<file path="src/motor_pkg.sv">
// Shared constants and types for the motor drive control logic
package motor_pkg;

    // ----------------------------------------------------------------
    // Timing
    // ----------------------------------------------------------------
    localparam int CLK_PERIOD_NS = 5;
    localparam int TACH_PULSE_NS = 300000;
    localparam int TACH_WIDTH_CYC = TACH_PULSE_NS / CLK_PERIOD_NS;
    localparam int BLINK_HALF_NS = 250000000;
    localparam int BLINK_HALF_CYC = BLINK_HALF_NS / CLK_PERIOD_NS;
    localparam int RAMP_UNIT_NS = 100000;
    localparam int RAMP_UNIT_CYC = RAMP_UNIT_NS / CLK_PERIOD_NS;
    localparam int BLINK_PAUSE_STEPS = 4;

    // ----------------------------------------------------------------
    // Rotation feedback
    // ----------------------------------------------------------------
    localparam int HALL_EDGES_PER_REV = 60;
    localparam int TACH_PER_REV = 30;
    localparam int EDGES_PER_TACH = HALL_EDGES_PER_REV / TACH_PER_REV;

    // ----------------------------------------------------------------
    // Register map
    // ----------------------------------------------------------------
    localparam logic [3:0] OFS_CTRL = 4'h0;
    localparam logic [3:0] OFS_STATUS = 4'h4;
    localparam logic [3:0] OFS_INT_STAT = 4'h8;
    localparam logic [3:0] OFS_INT_MASK = 4'hc;
    localparam int CTRL_TACH_EN_BIT = 0;
    localparam int CTRL_ALARM_INJ_BIT = 1;
    localparam logic [1:0] CTRL_RESET = 2'h1;
    localparam int INT_ALARM_BIT = 0;
    localparam int INT_START_BIT = 1;
    localparam int INT_STOP_BIT = 2;
    localparam logic [2:0] INT_MASK_RESET = 3'h0;
    localparam int NUM_FAULTS = 3;

    // ----------------------------------------------------------------
    // Types
    // ----------------------------------------------------------------
    typedef struct packed {
        logic alarm_clear;
        logic speed_source_select;
        logic direction_select;
        logic brake_release;
        logic run_request;
    } ctl_in_t;

    typedef enum logic [1:0] {
        ST_STOP = 2'b00,
        ST_RUN = 2'b01,
        ST_DECEL = 2'b10
    } motion_t;

endpackage
</file>
<file path="src/input_sync.sv">
// Two-stage synchroniser for a group of asynchronous pins
`timescale 1ns/1ps
module input_sync #(
    parameter int W = 1,
    parameter logic [W-1:0] INIT = '0
) (
    input wire logic clk_i,
    input wire logic nrst_i,
    input wire logic [W-1:0] d_i,
    output logic [W-1:0] q_o
);
    logic [W-1:0] meta_q;

    genvar i;
    generate
        for (i = 0; i < W; i++)
        begin : g_bit
            always_ff @(posedge clk_i)
            begin
                if (!nrst_i)
                begin
                    meta_q[i] <= INIT[i];
                    q_o[i] <= INIT[i];
                end
                else
                begin
                    meta_q[i] <= d_i[i];
                    q_o[i] <= meta_q[i];
                end
            end
        end
    endgenerate
endmodule

</file>
<file path="src/motor_drive_io_control.sv">
// Control-signal logic of the brushless motor drive
`timescale 1ns/1ps
module motor_drive_io_control #(
    parameter int TACH_WIDTH_CYC = motor_pkg::TACH_WIDTH_CYC,
    parameter int BLINK_HALF_CYC = motor_pkg::BLINK_HALF_CYC,
    parameter int RAMP_UNIT_CYC = motor_pkg::RAMP_UNIT_CYC
) (
    input wire logic CLK_I,
    input wire logic NRST_I,
    input wire logic [4:0] DIGITAL_IN_N_I,
    input wire logic [7:0] ONBOARD_SPEED_POT_I,
    input wire logic [7:0] EXT_SPEED_I,
    input wire logic [7:0] RAMP_TIME_POT_I,
    input wire logic HALL_EDGE_I,
    input wire logic [2:0] FAULT_I,
    input wire logic [3:0] ADDR_I,
    input wire logic [31:0] WDATA_I,
    input wire logic WR_I,
    input wire logic RD_I,
    output logic [31:0] RDATA_O,
    output logic IRQ_O,
    output logic [7:0] MOTOR_SPEED_O,
    output logic MOTOR_EN_O,
    output logic MOTOR_DIR_CW_O,
    output logic DIGITAL_OUT_0_O,
    output logic DIGITAL_OUT_1_O,
    output logic LED_GREEN_O,
    output logic LED_RED_O
);
    // ----------------------------------------------------------------
    // Input synchronisation
    // ----------------------------------------------------------------
    logic [4:0] din_s;
    logic [2:0] fault_s;
    logic hall_s;
    motor_pkg::ctl_in_t act;

    input_sync #(.W(9), .INIT(9'h1f)) u_sync (
        .clk_i(CLK_I),
        .nrst_i(NRST_I),
        .d_i({HALL_EDGE_I, FAULT_I, DIGITAL_IN_N_I}),
        .q_o({hall_s, fault_s, din_s})
    );

    assign act = ~din_s;

    // ----------------------------------------------------------------
    // Alarm
    // ----------------------------------------------------------------
    function automatic logic [2:0] alarm_code(input logic [2:0] f, input logic inj);
        alarm_code = 3'h0;
        if (inj)
            alarm_code = 3'h1;
        for (int k = motor_pkg::NUM_FAULTS - 1; k >= 0; k--)
            if (f[k])
                alarm_code = 3'(k + 2);
    endfunction

    logic [1:0] ctrl_q;
    logic alarm_q;
    logic [2:0] code_q;
    logic clr_prev_q;
    logic clr_release;
    logic [2:0] new_code;

    assign new_code = alarm_code(fault_s, ctrl_q[motor_pkg::CTRL_ALARM_INJ_BIT]);
    assign clr_release = clr_prev_q && !act.alarm_clear;

    always_ff @(posedge CLK_I)
    begin
        if (!NRST_I)
        begin
            alarm_q <= 1'b0;
            code_q <= 3'h0;
            clr_prev_q <= 1'b0;
        end
        else
        begin
            clr_prev_q <= act.alarm_clear;
            if (new_code != 3'h0 && !alarm_q)
            begin
                alarm_q <= 1'b1;
                code_q <= new_code;
            end
            else if (alarm_q && clr_release && new_code == 3'h0)
            begin
                alarm_q <= 1'b0;
                code_q <= 3'h0;
            end
        end
    end

    // ----------------------------------------------------------------
    // Speed setpoint and ramp
    // ----------------------------------------------------------------
    logic [7:0] setpoint_q;
    logic [15:0] unit_cnt_q;
    logic [7:0] ramp_cnt_q;
    logic ramp_tick;
    motor_pkg::motion_t state_q;

    always_ff @(posedge CLK_I)
    begin
        if (!NRST_I)
            setpoint_q <= 8'h00;
        else
            setpoint_q <= act.speed_source_select ? ONBOARD_SPEED_POT_I : EXT_SPEED_I;
    end

    // Ramp time scales with the pot: one speed step per (pot+1) units
    always_ff @(posedge CLK_I)
    begin
        if (!NRST_I)
        begin
            unit_cnt_q <= 16'h0000;
            ramp_cnt_q <= 8'h00;
        end
        else if (unit_cnt_q == 16'(RAMP_UNIT_CYC - 1))
        begin
            unit_cnt_q <= 16'h0000;
            ramp_cnt_q <= (ramp_cnt_q >= RAMP_TIME_POT_I) ? 8'h00 : ramp_cnt_q + 8'h01;
        end
        else
            unit_cnt_q <= unit_cnt_q + 16'h0001;
    end

    assign ramp_tick = (unit_cnt_q == 16'(RAMP_UNIT_CYC - 1)) && (ramp_cnt_q >= RAMP_TIME_POT_I);

    // ----------------------------------------------------------------
    // Motion control
    // ----------------------------------------------------------------
    always_ff @(posedge CLK_I)
    begin
        if (!NRST_I)
        begin
            state_q <= motor_pkg::ST_STOP;
            MOTOR_SPEED_O <= 8'h00;
            MOTOR_EN_O <= 1'b0;
        end
        else if (!act.brake_release || alarm_q)
        begin
            state_q <= motor_pkg::ST_STOP;
            MOTOR_SPEED_O <= 8'h00;
            MOTOR_EN_O <= 1'b0;
        end
        else
        begin
            case (state_q)
                motor_pkg::ST_STOP:
                begin
                    if (act.run_request)
                    begin
                        state_q <= motor_pkg::ST_RUN;
                        MOTOR_EN_O <= 1'b1;
                    end
                end
                motor_pkg::ST_RUN:
                begin
                    if (!act.run_request)
                        state_q <= motor_pkg::ST_DECEL;
                    else if (ramp_tick && MOTOR_SPEED_O < setpoint_q)
                        MOTOR_SPEED_O <= MOTOR_SPEED_O + 8'h01;
                    else if (ramp_tick && MOTOR_SPEED_O > setpoint_q)
                        MOTOR_SPEED_O <= MOTOR_SPEED_O - 8'h01;
                end
                motor_pkg::ST_DECEL:
                begin
                    // A new run request during the ramp down resumes at the current speed
                    if (act.run_request)
                        state_q <= motor_pkg::ST_RUN;
                    else if (MOTOR_SPEED_O == 8'h00)
                    begin
                        state_q <= motor_pkg::ST_STOP;
                        MOTOR_EN_O <= 1'b0;
                    end
                    else if (ramp_tick)
                        MOTOR_SPEED_O <= MOTOR_SPEED_O - 8'h01;
                end
                default:
                begin
                    state_q <= motor_pkg::ST_STOP;
                    MOTOR_SPEED_O <= 8'h00;
                    MOTOR_EN_O <= 1'b0;
                end
            endcase
        end
    end

    always_ff @(posedge CLK_I)
    begin
        if (!NRST_I)
            MOTOR_DIR_CW_O <= 1'b0;
        else
            MOTOR_DIR_CW_O <= act.direction_select;
    end

    // ----------------------------------------------------------------
    // Tachometer
    // ----------------------------------------------------------------
    logic hall_prev_q;
    logic hall_evt;
    logic [1:0] edge_cnt_q;
    logic [15:0] tach_cnt_q;
    logic tach_fire;

    assign hall_evt = hall_s != hall_prev_q;
    assign tach_fire = hall_evt && edge_cnt_q == 2'(motor_pkg::EDGES_PER_TACH - 1);

    always_ff @(posedge CLK_I)
    begin
        if (!NRST_I)
        begin
            hall_prev_q <= 1'b0;
            edge_cnt_q <= 2'h0;
        end
        else
        begin
            hall_prev_q <= hall_s;
            if (hall_evt)
                edge_cnt_q <= tach_fire ? 2'h0 : edge_cnt_q + 2'h1;
        end
    end

    // Fixed width; above the speed where pulses would overlap, a fire is dropped
    always_ff @(posedge CLK_I)
    begin
        if (!NRST_I)
        begin
            DIGITAL_OUT_0_O <= 1'b0;
            tach_cnt_q <= 16'h0000;
        end
        else if (DIGITAL_OUT_0_O)
        begin
            if (tach_cnt_q == 16'h0000)
                DIGITAL_OUT_0_O <= 1'b0;
            else
                tach_cnt_q <= tach_cnt_q - 16'h0001;
        end
        else if (tach_fire && ctrl_q[motor_pkg::CTRL_TACH_EN_BIT])
        begin
            DIGITAL_OUT_0_O <= 1'b1;
            tach_cnt_q <= 16'(TACH_WIDTH_CYC - 1);
        end
    end

    // ----------------------------------------------------------------
    // Alarm output and LED
    // ----------------------------------------------------------------
    logic [25:0] blink_cnt_q;
    logic [4:0] blink_step_q;
    logic blink_tick;

    assign blink_tick = blink_cnt_q == 26'(BLINK_HALF_CYC - 1);

    always_ff @(posedge CLK_I)
    begin
        if (!NRST_I || !alarm_q)
        begin
            blink_cnt_q <= 26'h0000000;
            blink_step_q <= 5'h00;
        end
        else if (blink_tick)
        begin
            blink_cnt_q <= 26'h0000000;
            if (blink_step_q == 5'({code_q, 1'b0}) + 5'(motor_pkg::BLINK_PAUSE_STEPS) - 5'h01)
                blink_step_q <= 5'h00;
            else
                blink_step_q <= blink_step_q + 5'h01;
        end
        else
            blink_cnt_q <= blink_cnt_q + 26'h0000001;
    end

    always_ff @(posedge CLK_I)
    begin
        if (!NRST_I)
        begin
            DIGITAL_OUT_1_O <= 1'b1;
            LED_GREEN_O <= 1'b1;
            LED_RED_O <= 1'b0;
        end
        else
        begin
            DIGITAL_OUT_1_O <= !alarm_q;
            LED_GREEN_O <= !alarm_q;
            LED_RED_O <= alarm_q && !blink_step_q[0] &&
                blink_step_q < 5'({code_q, 1'b0});
        end
    end

    // ----------------------------------------------------------------
    // Registers and interrupt
    // ----------------------------------------------------------------
    logic [2:0] int_stat_q;
    logic [2:0] int_mask_q;
    logic [2:0] int_evt;
    logic en_prev_q;

    assign int_evt = {en_prev_q && !MOTOR_EN_O, !en_prev_q && MOTOR_EN_O,
        new_code != 3'h0 && !alarm_q};

    always_ff @(posedge CLK_I)
    begin
        if (!NRST_I)
        begin
            ctrl_q <= motor_pkg::CTRL_RESET;
            int_mask_q <= motor_pkg::INT_MASK_RESET;
        end
        else if (WR_I && ADDR_I == motor_pkg::OFS_CTRL)
            ctrl_q <= WDATA_I[1:0];
        else if (WR_I && ADDR_I == motor_pkg::OFS_INT_MASK)
            int_mask_q <= WDATA_I[2:0];
    end

    // Set wins over a simultaneous write-one clear
    always_ff @(posedge CLK_I)
    begin
        if (!NRST_I)
        begin
            int_stat_q <= 3'h0;
            en_prev_q <= 1'b0;
            IRQ_O <= 1'b0;
        end
        else
        begin
            en_prev_q <= MOTOR_EN_O;
            int_stat_q <= (int_stat_q & ~((WR_I && ADDR_I == motor_pkg::OFS_INT_STAT) ?
                WDATA_I[2:0] : 3'h0)) | int_evt;
            IRQ_O <= |(int_stat_q & int_mask_q);
        end
    end

    always_ff @(posedge CLK_I)
    begin
        if (!NRST_I)
            RDATA_O <= 32'h00000000;
        else if (RD_I)
        begin
            case (ADDR_I)
                motor_pkg::OFS_CTRL: RDATA_O <= {30'h0, ctrl_q};
                motor_pkg::OFS_STATUS: RDATA_O <= {16'h0, MOTOR_SPEED_O, 1'b0, code_q,
                    alarm_q, MOTOR_DIR_CW_O, state_q};
                motor_pkg::OFS_INT_STAT: RDATA_O <= {29'h0, int_stat_q};
                motor_pkg::OFS_INT_MASK: RDATA_O <= {29'h0, int_mask_q};
                default: RDATA_O <= 32'h00000000;
            endcase
        end
        else
            RDATA_O <= 32'h00000000;
    end
endmodule

</file>
<file path="config.mk">
export PLATFORM = sky130hd
export DESIGN_NAME = motor_drive_io_control
export DESIGN_NICKNAME = d
export VERILOG_FILES = /design/src/motor_pkg.sv /design/src/input_sync.sv /design/src/motor_drive_io_control.sv
export SDC_FILE = /design/constraint.sdc
export NUM_CORES = 1
export LEC_CHECK = 0
export BUFFER_PORTS_ARGS = -buffer_cell sky130_fd_sc_hd__buf_2
export CORE_MARGIN = 1.5
export CORE_UTILIZATION = 56
export DETAILED_ROUTE_END_ITERATION = 8
export PLACE_DENSITY = 0.77
export SLEW_MARGIN = 20
export SYNTH_ARGS = -nofsm -noshare
export SYNTH_HDL_FRONTEND = slang
export SYNTH_SLANG_ARGS = --single-unit
export TNS_END_PERCENT = 1
</file>
<file path="constraint.sdc">
create_clock -name CLK_I -period 3.1 [get_ports CLK_I]
set_input_delay 0.31 -clock CLK_I [delete_from_list [all_inputs] [get_ports CLK_I]]
set_output_delay 0.31 -clock CLK_I [all_outputs]
set_load 0.005 [all_outputs]
</file>
* Yosys cells after proc, flatten, opt, wreduce, memory -nomap -nowiden
Cells that the tools add are included.
** Cells by class
- Equality and inequality tests :: 20
- $lt $le $gt $ge :: 4
- Reduce and logical (&&, ||, !) cells :: 43
- Bitwise operators :: 9
- Mux-type cells :: 36
- Add/sub/neg operators :: 10
** Operators by type and width (count)
- 8-bit two-way mux :: 8
- 16-bit one-hot mux with 4 select lines :: 1
- 16-bit two-way mux :: 3
- 26-bit by 1-bit adder with 26-bit output (second input constant) :: 1
- 26-bit == test (second input constant) :: 1
- 8-bit one-hot mux with 3 select lines :: 1
- 3-bit two-way mux :: 6
- 16-bit by 1-bit adder with 16-bit output (second input constant) :: 1
- 8-bit by 1-bit adder with 8-bit output (second input constant) :: 2
- 16-bit by 15-bit == test with 1-bit output (second input constant) :: 1
- 1-bit logical AND :: 16
- 16-bit logical NOT :: 1
- 2-bit != test (second input constant) :: 8
- 16-bit by 1-bit subtractor with 16-bit output (second input constant) :: 1
- 2-bit two-way mux :: 5
- 1-bit two-way mux :: 9
- 4-bit == test (second input constant) :: 2
- 8-bit >= comparator :: 1
- 8-bit > comparator :: 1
- 8-bit logical NOT :: 1
- 8-bit less-than comparator :: 1
- 8-bit by 1-bit subtractor with 8-bit output (second input constant) :: 1
- 1-bit logical NOT :: 7
- 3-bit AND :: 2
- 30 further kinds :: 41
** Word-level totals
- Output and inout bits :: 47
- Flip-flop bits (word level) :: 162

* Longest topological paths before layout
- Depth after elaboration :: 8
- Gate-level depth with buffers :: 10
- Depth with buffers taken out :: 9

* Cells and area by module
A second synthesis with hierarchy kept.
** Unflattened totals
- Cells, all modules :: 768
- Area, all modules :: 6902.9 µm²
** By module, submodules not included
- motor_drive_io_control :: cells each 731, instances 1, area an instance 6414.9 µm²
- input_sync :: cells each 37, instances 1, area an instance 488.0 µm²

* Least setup slack after synthesis
Ideal clock, no wire load.
- Path kind :: flip-flop to flip-flop
- Start point :: reg MOTOR_SPEED_O[1]
- End point :: reg MOTOR_SPEED_O[4]
- Setup slack :: 0.302 ns
- Data required time :: 3.042 ns
- Data arrival time :: 2.740 ns
- Cell stages (with the launch flop) :: 10
- Path buffers :: 1
- Period minus slack after synthesis :: 2.798 ns
- Setup time :: 0.058 ns
- Cells stage by stage :: dfxtp_1 -> ha_1 -> nor2b_1 -> o211a_1 -> o41ai_1 -> nand3_1 -> or4_1 -> clkbuf_1 -> o32ai_1 -> mux2_2
** Between the ends
- Longest elaborated chain between the ends :: 5
** Ends and longest elaborated chain
- start, declared :: line motor_drive_io_control.sv:22 : output logic [7:0] MOTOR_SPEED_O,
- start signal, assigned :: line motor_drive_io_control.sv:162 : MOTOR_SPEED_O <= MOTOR_SPEED_O + 8'h01;
- start signal, assigned :: line motor_drive_io_control.sv:164 : MOTOR_SPEED_O <= MOTOR_SPEED_O - 8'h01;
- start signal, assigned :: line motor_drive_io_control.sv:177 : MOTOR_SPEED_O <= MOTOR_SPEED_O - 8'h01;
- 8-bit by 1-bit subtractor with 8-bit output or 8-bit less-than comparator (tied branches) :: line motor_drive_io_control.sv:164, motor_drive_io_control.sv:177, motor_drive_io_control.sv:161
- 8-bit two-way mux (tied with other cells) :: line motor_drive_io_control.sv:176 : else if (ramp_tick)
- 8-bit two-way mux, on equally long branches :: line motor_drive_io_control.sv:171, motor_drive_io_control.sv:161
- 8-bit two-way mux, on equally long branches :: line motor_drive_io_control.sv:169, motor_drive_io_control.sv:159
- 8-bit one-hot mux with 3 select lines :: line motor_drive_io_control.sv:148 : case (state_q)
Parallel ways exist; a longest one is shown, timed or not. The select of a mux whose other input is x is not followed.
A chain may end at the register's enable or synchronous reset.

* Worst setup path after layout
- Start point :: reg setpoint_q[1]
- End point :: reg MOTOR_SPEED_O[6]
** Between the ends
- Longest elaborated chain between the ends :: 5
** Ends and longest elaborated chain
- start, declared :: line motor_drive_io_control.sv:96 : logic [7:0] setpoint_q;
- start signal, assigned :: line motor_drive_io_control.sv:107 : setpoint_q <= act.speed_source_select ? ONBOARD_SPEED_POT_I : EXT_SPEED_I;
- 8-bit less-than comparator :: line motor_drive_io_control.sv:161 : else if (ramp_tick && MOTOR_SPEED_O < setpoint_q)
- 1-bit logical AND :: line motor_drive_io_control.sv:161
- 8-bit two-way mux :: line motor_drive_io_control.sv:161
- 8-bit two-way mux :: line motor_drive_io_control.sv:159 : if (!act.run_request)
- 8-bit one-hot mux with 3 select lines :: line motor_drive_io_control.sv:148
Parallel ways exist; a longest one is shown, timed or not. The select of a mux whose other input is x is not followed.

==> reports/qor.tcl <==
set qor(outcome) {finished clean}
set qor(post-cts-setup-buffers) 0
set qor(hold_depth) 2
set qor(yosys.area_share.simple) 0.2537
set qor(finalWeightedCongestion) 0.8700
set qor(synthMuxAreaShare) 0.02742
set qor(design.die.area_um2) 12730
set qor(post_synthesis_adder_cell_area_fraction) 0.05744
set qor(route.antenna.remaining_nets) 0
set qor(synth.distinct_cells) 65
set qor(p_sw_mw) 0.8847
set qor(synth-main-ff-cell) {sky130_fd_sc_hd__dfxtp_1}
set qor(cts.clk_slew.worst_paths_ns) 0.06
set qor(clk_root_buffer_cell) {sky130_fd_sc_hd__clkbuf_16}
set qor(avgRoutedWirePerCell_um) 13.48
set qor(r2r_start) {setpoint_q[1]$_SDFF_PN0_}
set qor(yosys_warnings) 0
set qor(final_core_util) 0.6765
set qor(reg2reg_to) {MOTOR_SPEED_O[6]$_SDFFE_PP0P_}
set qor(timing.hold.worst.start) {DIGITAL_IN_N_I[1]}
set qor(num_vias) 5509
set qor(grt_pass1_vias) 5275
set qor(tns_ns) 0
set qor(cts_sinks) 145
set qor(r2r_slack_ns) 0.21
set qor(timing_hold_violations_final) 0
set qor(hp-class) {primary input to flip-flop}
set qor(floorplan.core_area_um2) 11560
set qor(die_span_in_x_um) 112.8
set qor(start_util) 0.5839
set qor(relSlewSlack) 0.4622
set qor(grt_first_pass_wirelength_mm) 22.98
set qor(synth_top_family_by_area) {simple AND/OR/NAND/NOR gates}
set qor(rsz0062_at_grt) {false}
set qor(report.final.slew_viol_count) 0
set qor(sw_frac_of_total) 0.2160
set qor(synthesized_area_fraction_occupied_by_xor_and_xnor_cells) 0.08301
set qor(most_common_cell_after_layout_fill_and_taps_aside) {sky130_fd_sc_hd__dfxtp_1}
set qor(crit_arrival_ns) 3.23
set qor(sequential_cell_fraction_of_total_power) 0.473
set qor(number_of_antenna_violations_at_the_first_check_in_global_routing) 0
set qor(worstRegToRegCells) 10
set qor(static_leak_nw) 3.390
set qor(post-route-drc-count) 0
set qor(timing.max_cap.violations) 0
set qor(crit_path_max_incr_delay_ns) 0.62
set qor(mostFrequentLayoutCells) {145 x sky130_fd_sc_hd__dfxtp_1, 108 x sky130_fd_sc_hd__nor2_1, 73 x sky130_fd_sc_hd__buf_2}
set qor(detailedRoute.firstPassIterationCount) 5
set qor(irDropWorstVdd_uv) 577.8
set qor(fp-row-count) 39
set qor(path_cells) {inv_1 > ha_1 > nor2b_1 > o211a_1 > o41ai_1 > buf_4 > and2_1 > or4b_1 > or2_1 > a21oi_1}
set qor(synth_top_cell_area_share) 0.4299
set qor(port_buffers) 73
set qor(async_reset_ff_frac) 0
set qor(cpMaxStageDelayCell) {sky130_fd_sc_hd__or4b_1}
set qor(synth.largest_area_cell) {sky130_fd_sc_hd__dfxtp_1}
set qor(dpl.cell_count) 973
set qor(edff_count_synth) 0
set qor(layout_worst_path_cycle_share) 0.9327
set qor(overflow_after_grt) 0
set qor(post_cts.resized_instances) 0
set qor(holdWs_ns) 0.08139
set qor(final_layout_size_suffix_gt1_frac) 0.1555
set qor(worstSetupPathType) {flip-flop to flip-flop}
set qor(syn_to_final_growth_pct) 15.86
set qor(die_h_um) 112.8
set qor(critical_path_peak_fanout) 8
set qor(synth-seq-area-share) 0.4299
set qor(timing.critical_path.required_ns) 3.44
set qor(cts_max_level) 4
set qor(hold_path_end) {u_sync.meta_q[1]$_SDFF_PN1_}
set qor(type_of_origin_of_the_critical_path) {flip-flop}
set qor(worst_slew_pin_slew_ns) 0.7994
set qor(netlist_top_cells_area) {sky130_fd_sc_hd__dfxtp_1 43%, sky130_fd_sc_hd__nor2_1 6.0%, sky130_fd_sc_hd__ha_1 5.7%}
set qor(global_route_usage_sum) 0.2229
set qor(route.detailed.vias_per_inst) 5.482
set qor(grt_start_max_net_pins) 41
set qor(clock_latency_ns) 0.42
set qor(numCtsBuffers) 17
set qor(insertedDiodeCount) 0
set qor(synth_compound_gate_area_share) 0.09227
set qor(finalWirelength_mm) 13.55
set qor(cts.hold.buffers_added) 0
set qor(clock_power_share) 0.477
set qor(cts_tree) {yes}
set qor(maxClockFrequency_ghz) 0.3459
set qor(p_int_mw) 3.211
set qor(layoutNonFillerInstCount) 1005
set qor(cellPowerDensity_nw_per_um2) 523.5
set qor(synthesis.instances) 767
set qor(layout.nets) 953
set qor(first_iter_violations) 355
set qor(power_frac_comb) 0.050
set qor(crit_path_end_kind) {flip-flop}
set qor(layout_min_cycle_time_ns) 2.891
set qor(setup_violations) 0
set qor(synth_seq_cells) 145
set qor(clock-skew-final_ns) 0.007513
set qor(io_pins) 120
set qor(detailedPlacementHpwl_mm) 10.02
set qor(syn_area_um2) 6753
set qor(synth_area_per_cell_um2) 8.804
set qor(clock_tree.buffer_depth) 2
## metal layers
| metal | part of all wire | global-route usage | vias up |
|---|---|---|---|
| met1 | 0.45 | 0.2683 | 2575 |
| met4 | 0.022 | 0.1072 | 0 |
| met2 | 0.49 | 0.3715 | 130 |
| li1 | - | - | 2778 |
| met5 | 0 | 0 | - |
| met3 | 0.044 | 0.05945 | 26 |
## power groups by stage
stage / registers (mW) / logic (mW) / clock network [mW]
global placement: 1.97 / 0.194 / 0
global route: 1.94 / 0.232 / 2.07
floorplan: 1.96 / 0.162 / 0
finish: 1.94 / 0.204 / 1.95
detailed placement: 1.98 / 0.203 / 0
CTS: 1.94 / 0.205 / 1.98
## cells by family after synthesis
| kind of cell | count (synthesis) |
|---|---|
| AO/OA/AOI/OAI | 94 |
| XOR/XNOR | 64 |
| adder cells (fa/ha/maj) | 31 |
| buffers and inverters | 80 |
| flip-flops | 145 |
| multiplexers | 18 |
| other | 1 |
| AND/OR/NAND/NOR | 334 |
## worst max path at each step
stage,slack (ns),depth (start not counted),start,end
floorplan,0.30,9,MOTOR_SPEED_O[1]$_SDFFE_PP0P_,MOTOR_SPEED_O[4]$_SDFFE_PP0P_
global placement,0.39,9,MOTOR_SPEED_O[6]$_SDFFE_PP0P_,MOTOR_SPEED_O[6]$_SDFFE_PP0P_
detailed placement,0.30,10,setpoint_q[1]$_SDFF_PN0_,MOTOR_SPEED_O[6]$_SDFFE_PP0P_
CTS,0.24,10,setpoint_q[1]$_SDFF_PN0_,MOTOR_SPEED_O[6]$_SDFFE_PP0P_
global route,0.04,10,setpoint_q[1]$_SDFF_PN0_,MOTOR_SPEED_O[6]$_SDFFE_PP0P_
finish,0.21,10,setpoint_q[1]$_SDFF_PN0_,MOTOR_SPEED_O[6]$_SDFFE_PP0P_
## registers in the layout, indices dropped and copies added, names as in the netlist, 2 cells and up
signal	cells
MOTOR_SPEED_O	8
ramp_cnt_q	8
u_sync.meta_q	9
blink_cnt_q	26
setpoint_q	8
blink_step_q	5
code_q	3
u_sync.q_o	9
int_mask_q	3
state_q	2
tach_cnt_q	16
edge_cnt_q	2
int_stat_q	3
RDATA_O	15
unit_cnt_q	16
ctrl_q	2
## area by class of cell
type                            count  area, um^2
Fill cell                         942        3741
Multi-Input combinational cell    558        3533
Sequential cell                   145        2903
Timing Repair Buffer               91       500.5
Clock buffer                       21       460.4
Tap cell                          143       178.9
Inverter                           36       135.1
Clock inverter                     11       112.6
## Yosys cell counts (all sizes together), types with 5 or more instances
master / count
or4: 8
buf: 20
nand4: 20
nor2: 108
o21ai: 14
dfxtp: 145
inv: 36
mux2i: 14
and3: 14
ha: 31
nor2b: 10
nor4: 11
and2: 29
xnor2: 22
and4: 5
nand3: 34
nand2: 48
a21oi: 37
xor2: 42
or2: 5
nand2b: 14
clkbuf: 24
o21a: 5
nor3: 13
## per-stage QoR
| step | setup slack [ns] | total power [mW] | cell area (um^2) |
|---|---|---|---|
| after floorplan | 0.3016 | 2.126 | 6813 |
| after global placement | 0.3879 | 2.169 | 7251 |
| after detailed placement | 0.3016 | 2.181 | 7251 |
| after CTS | 0.2368 | 4.126 | 7824 |
| after global routing | 0.03903 | 4.241 | 7824 |
| final | 0.2086 | 4.096 | 7824 |
## worst max-delay path: cells and delay by family (launching register included)
family | cells | cell delay, ns
flip-flops | 1 | 0.30
buffers and inverters | 2 | 0.23
adder cells (fa/ha/maj) | 1 | 0.27
AO/OA/AOI/OAI | 3 | 0.78
AND/OR/NAND/NOR | 4 | 1.23
(Power assumes the default switching activity.)
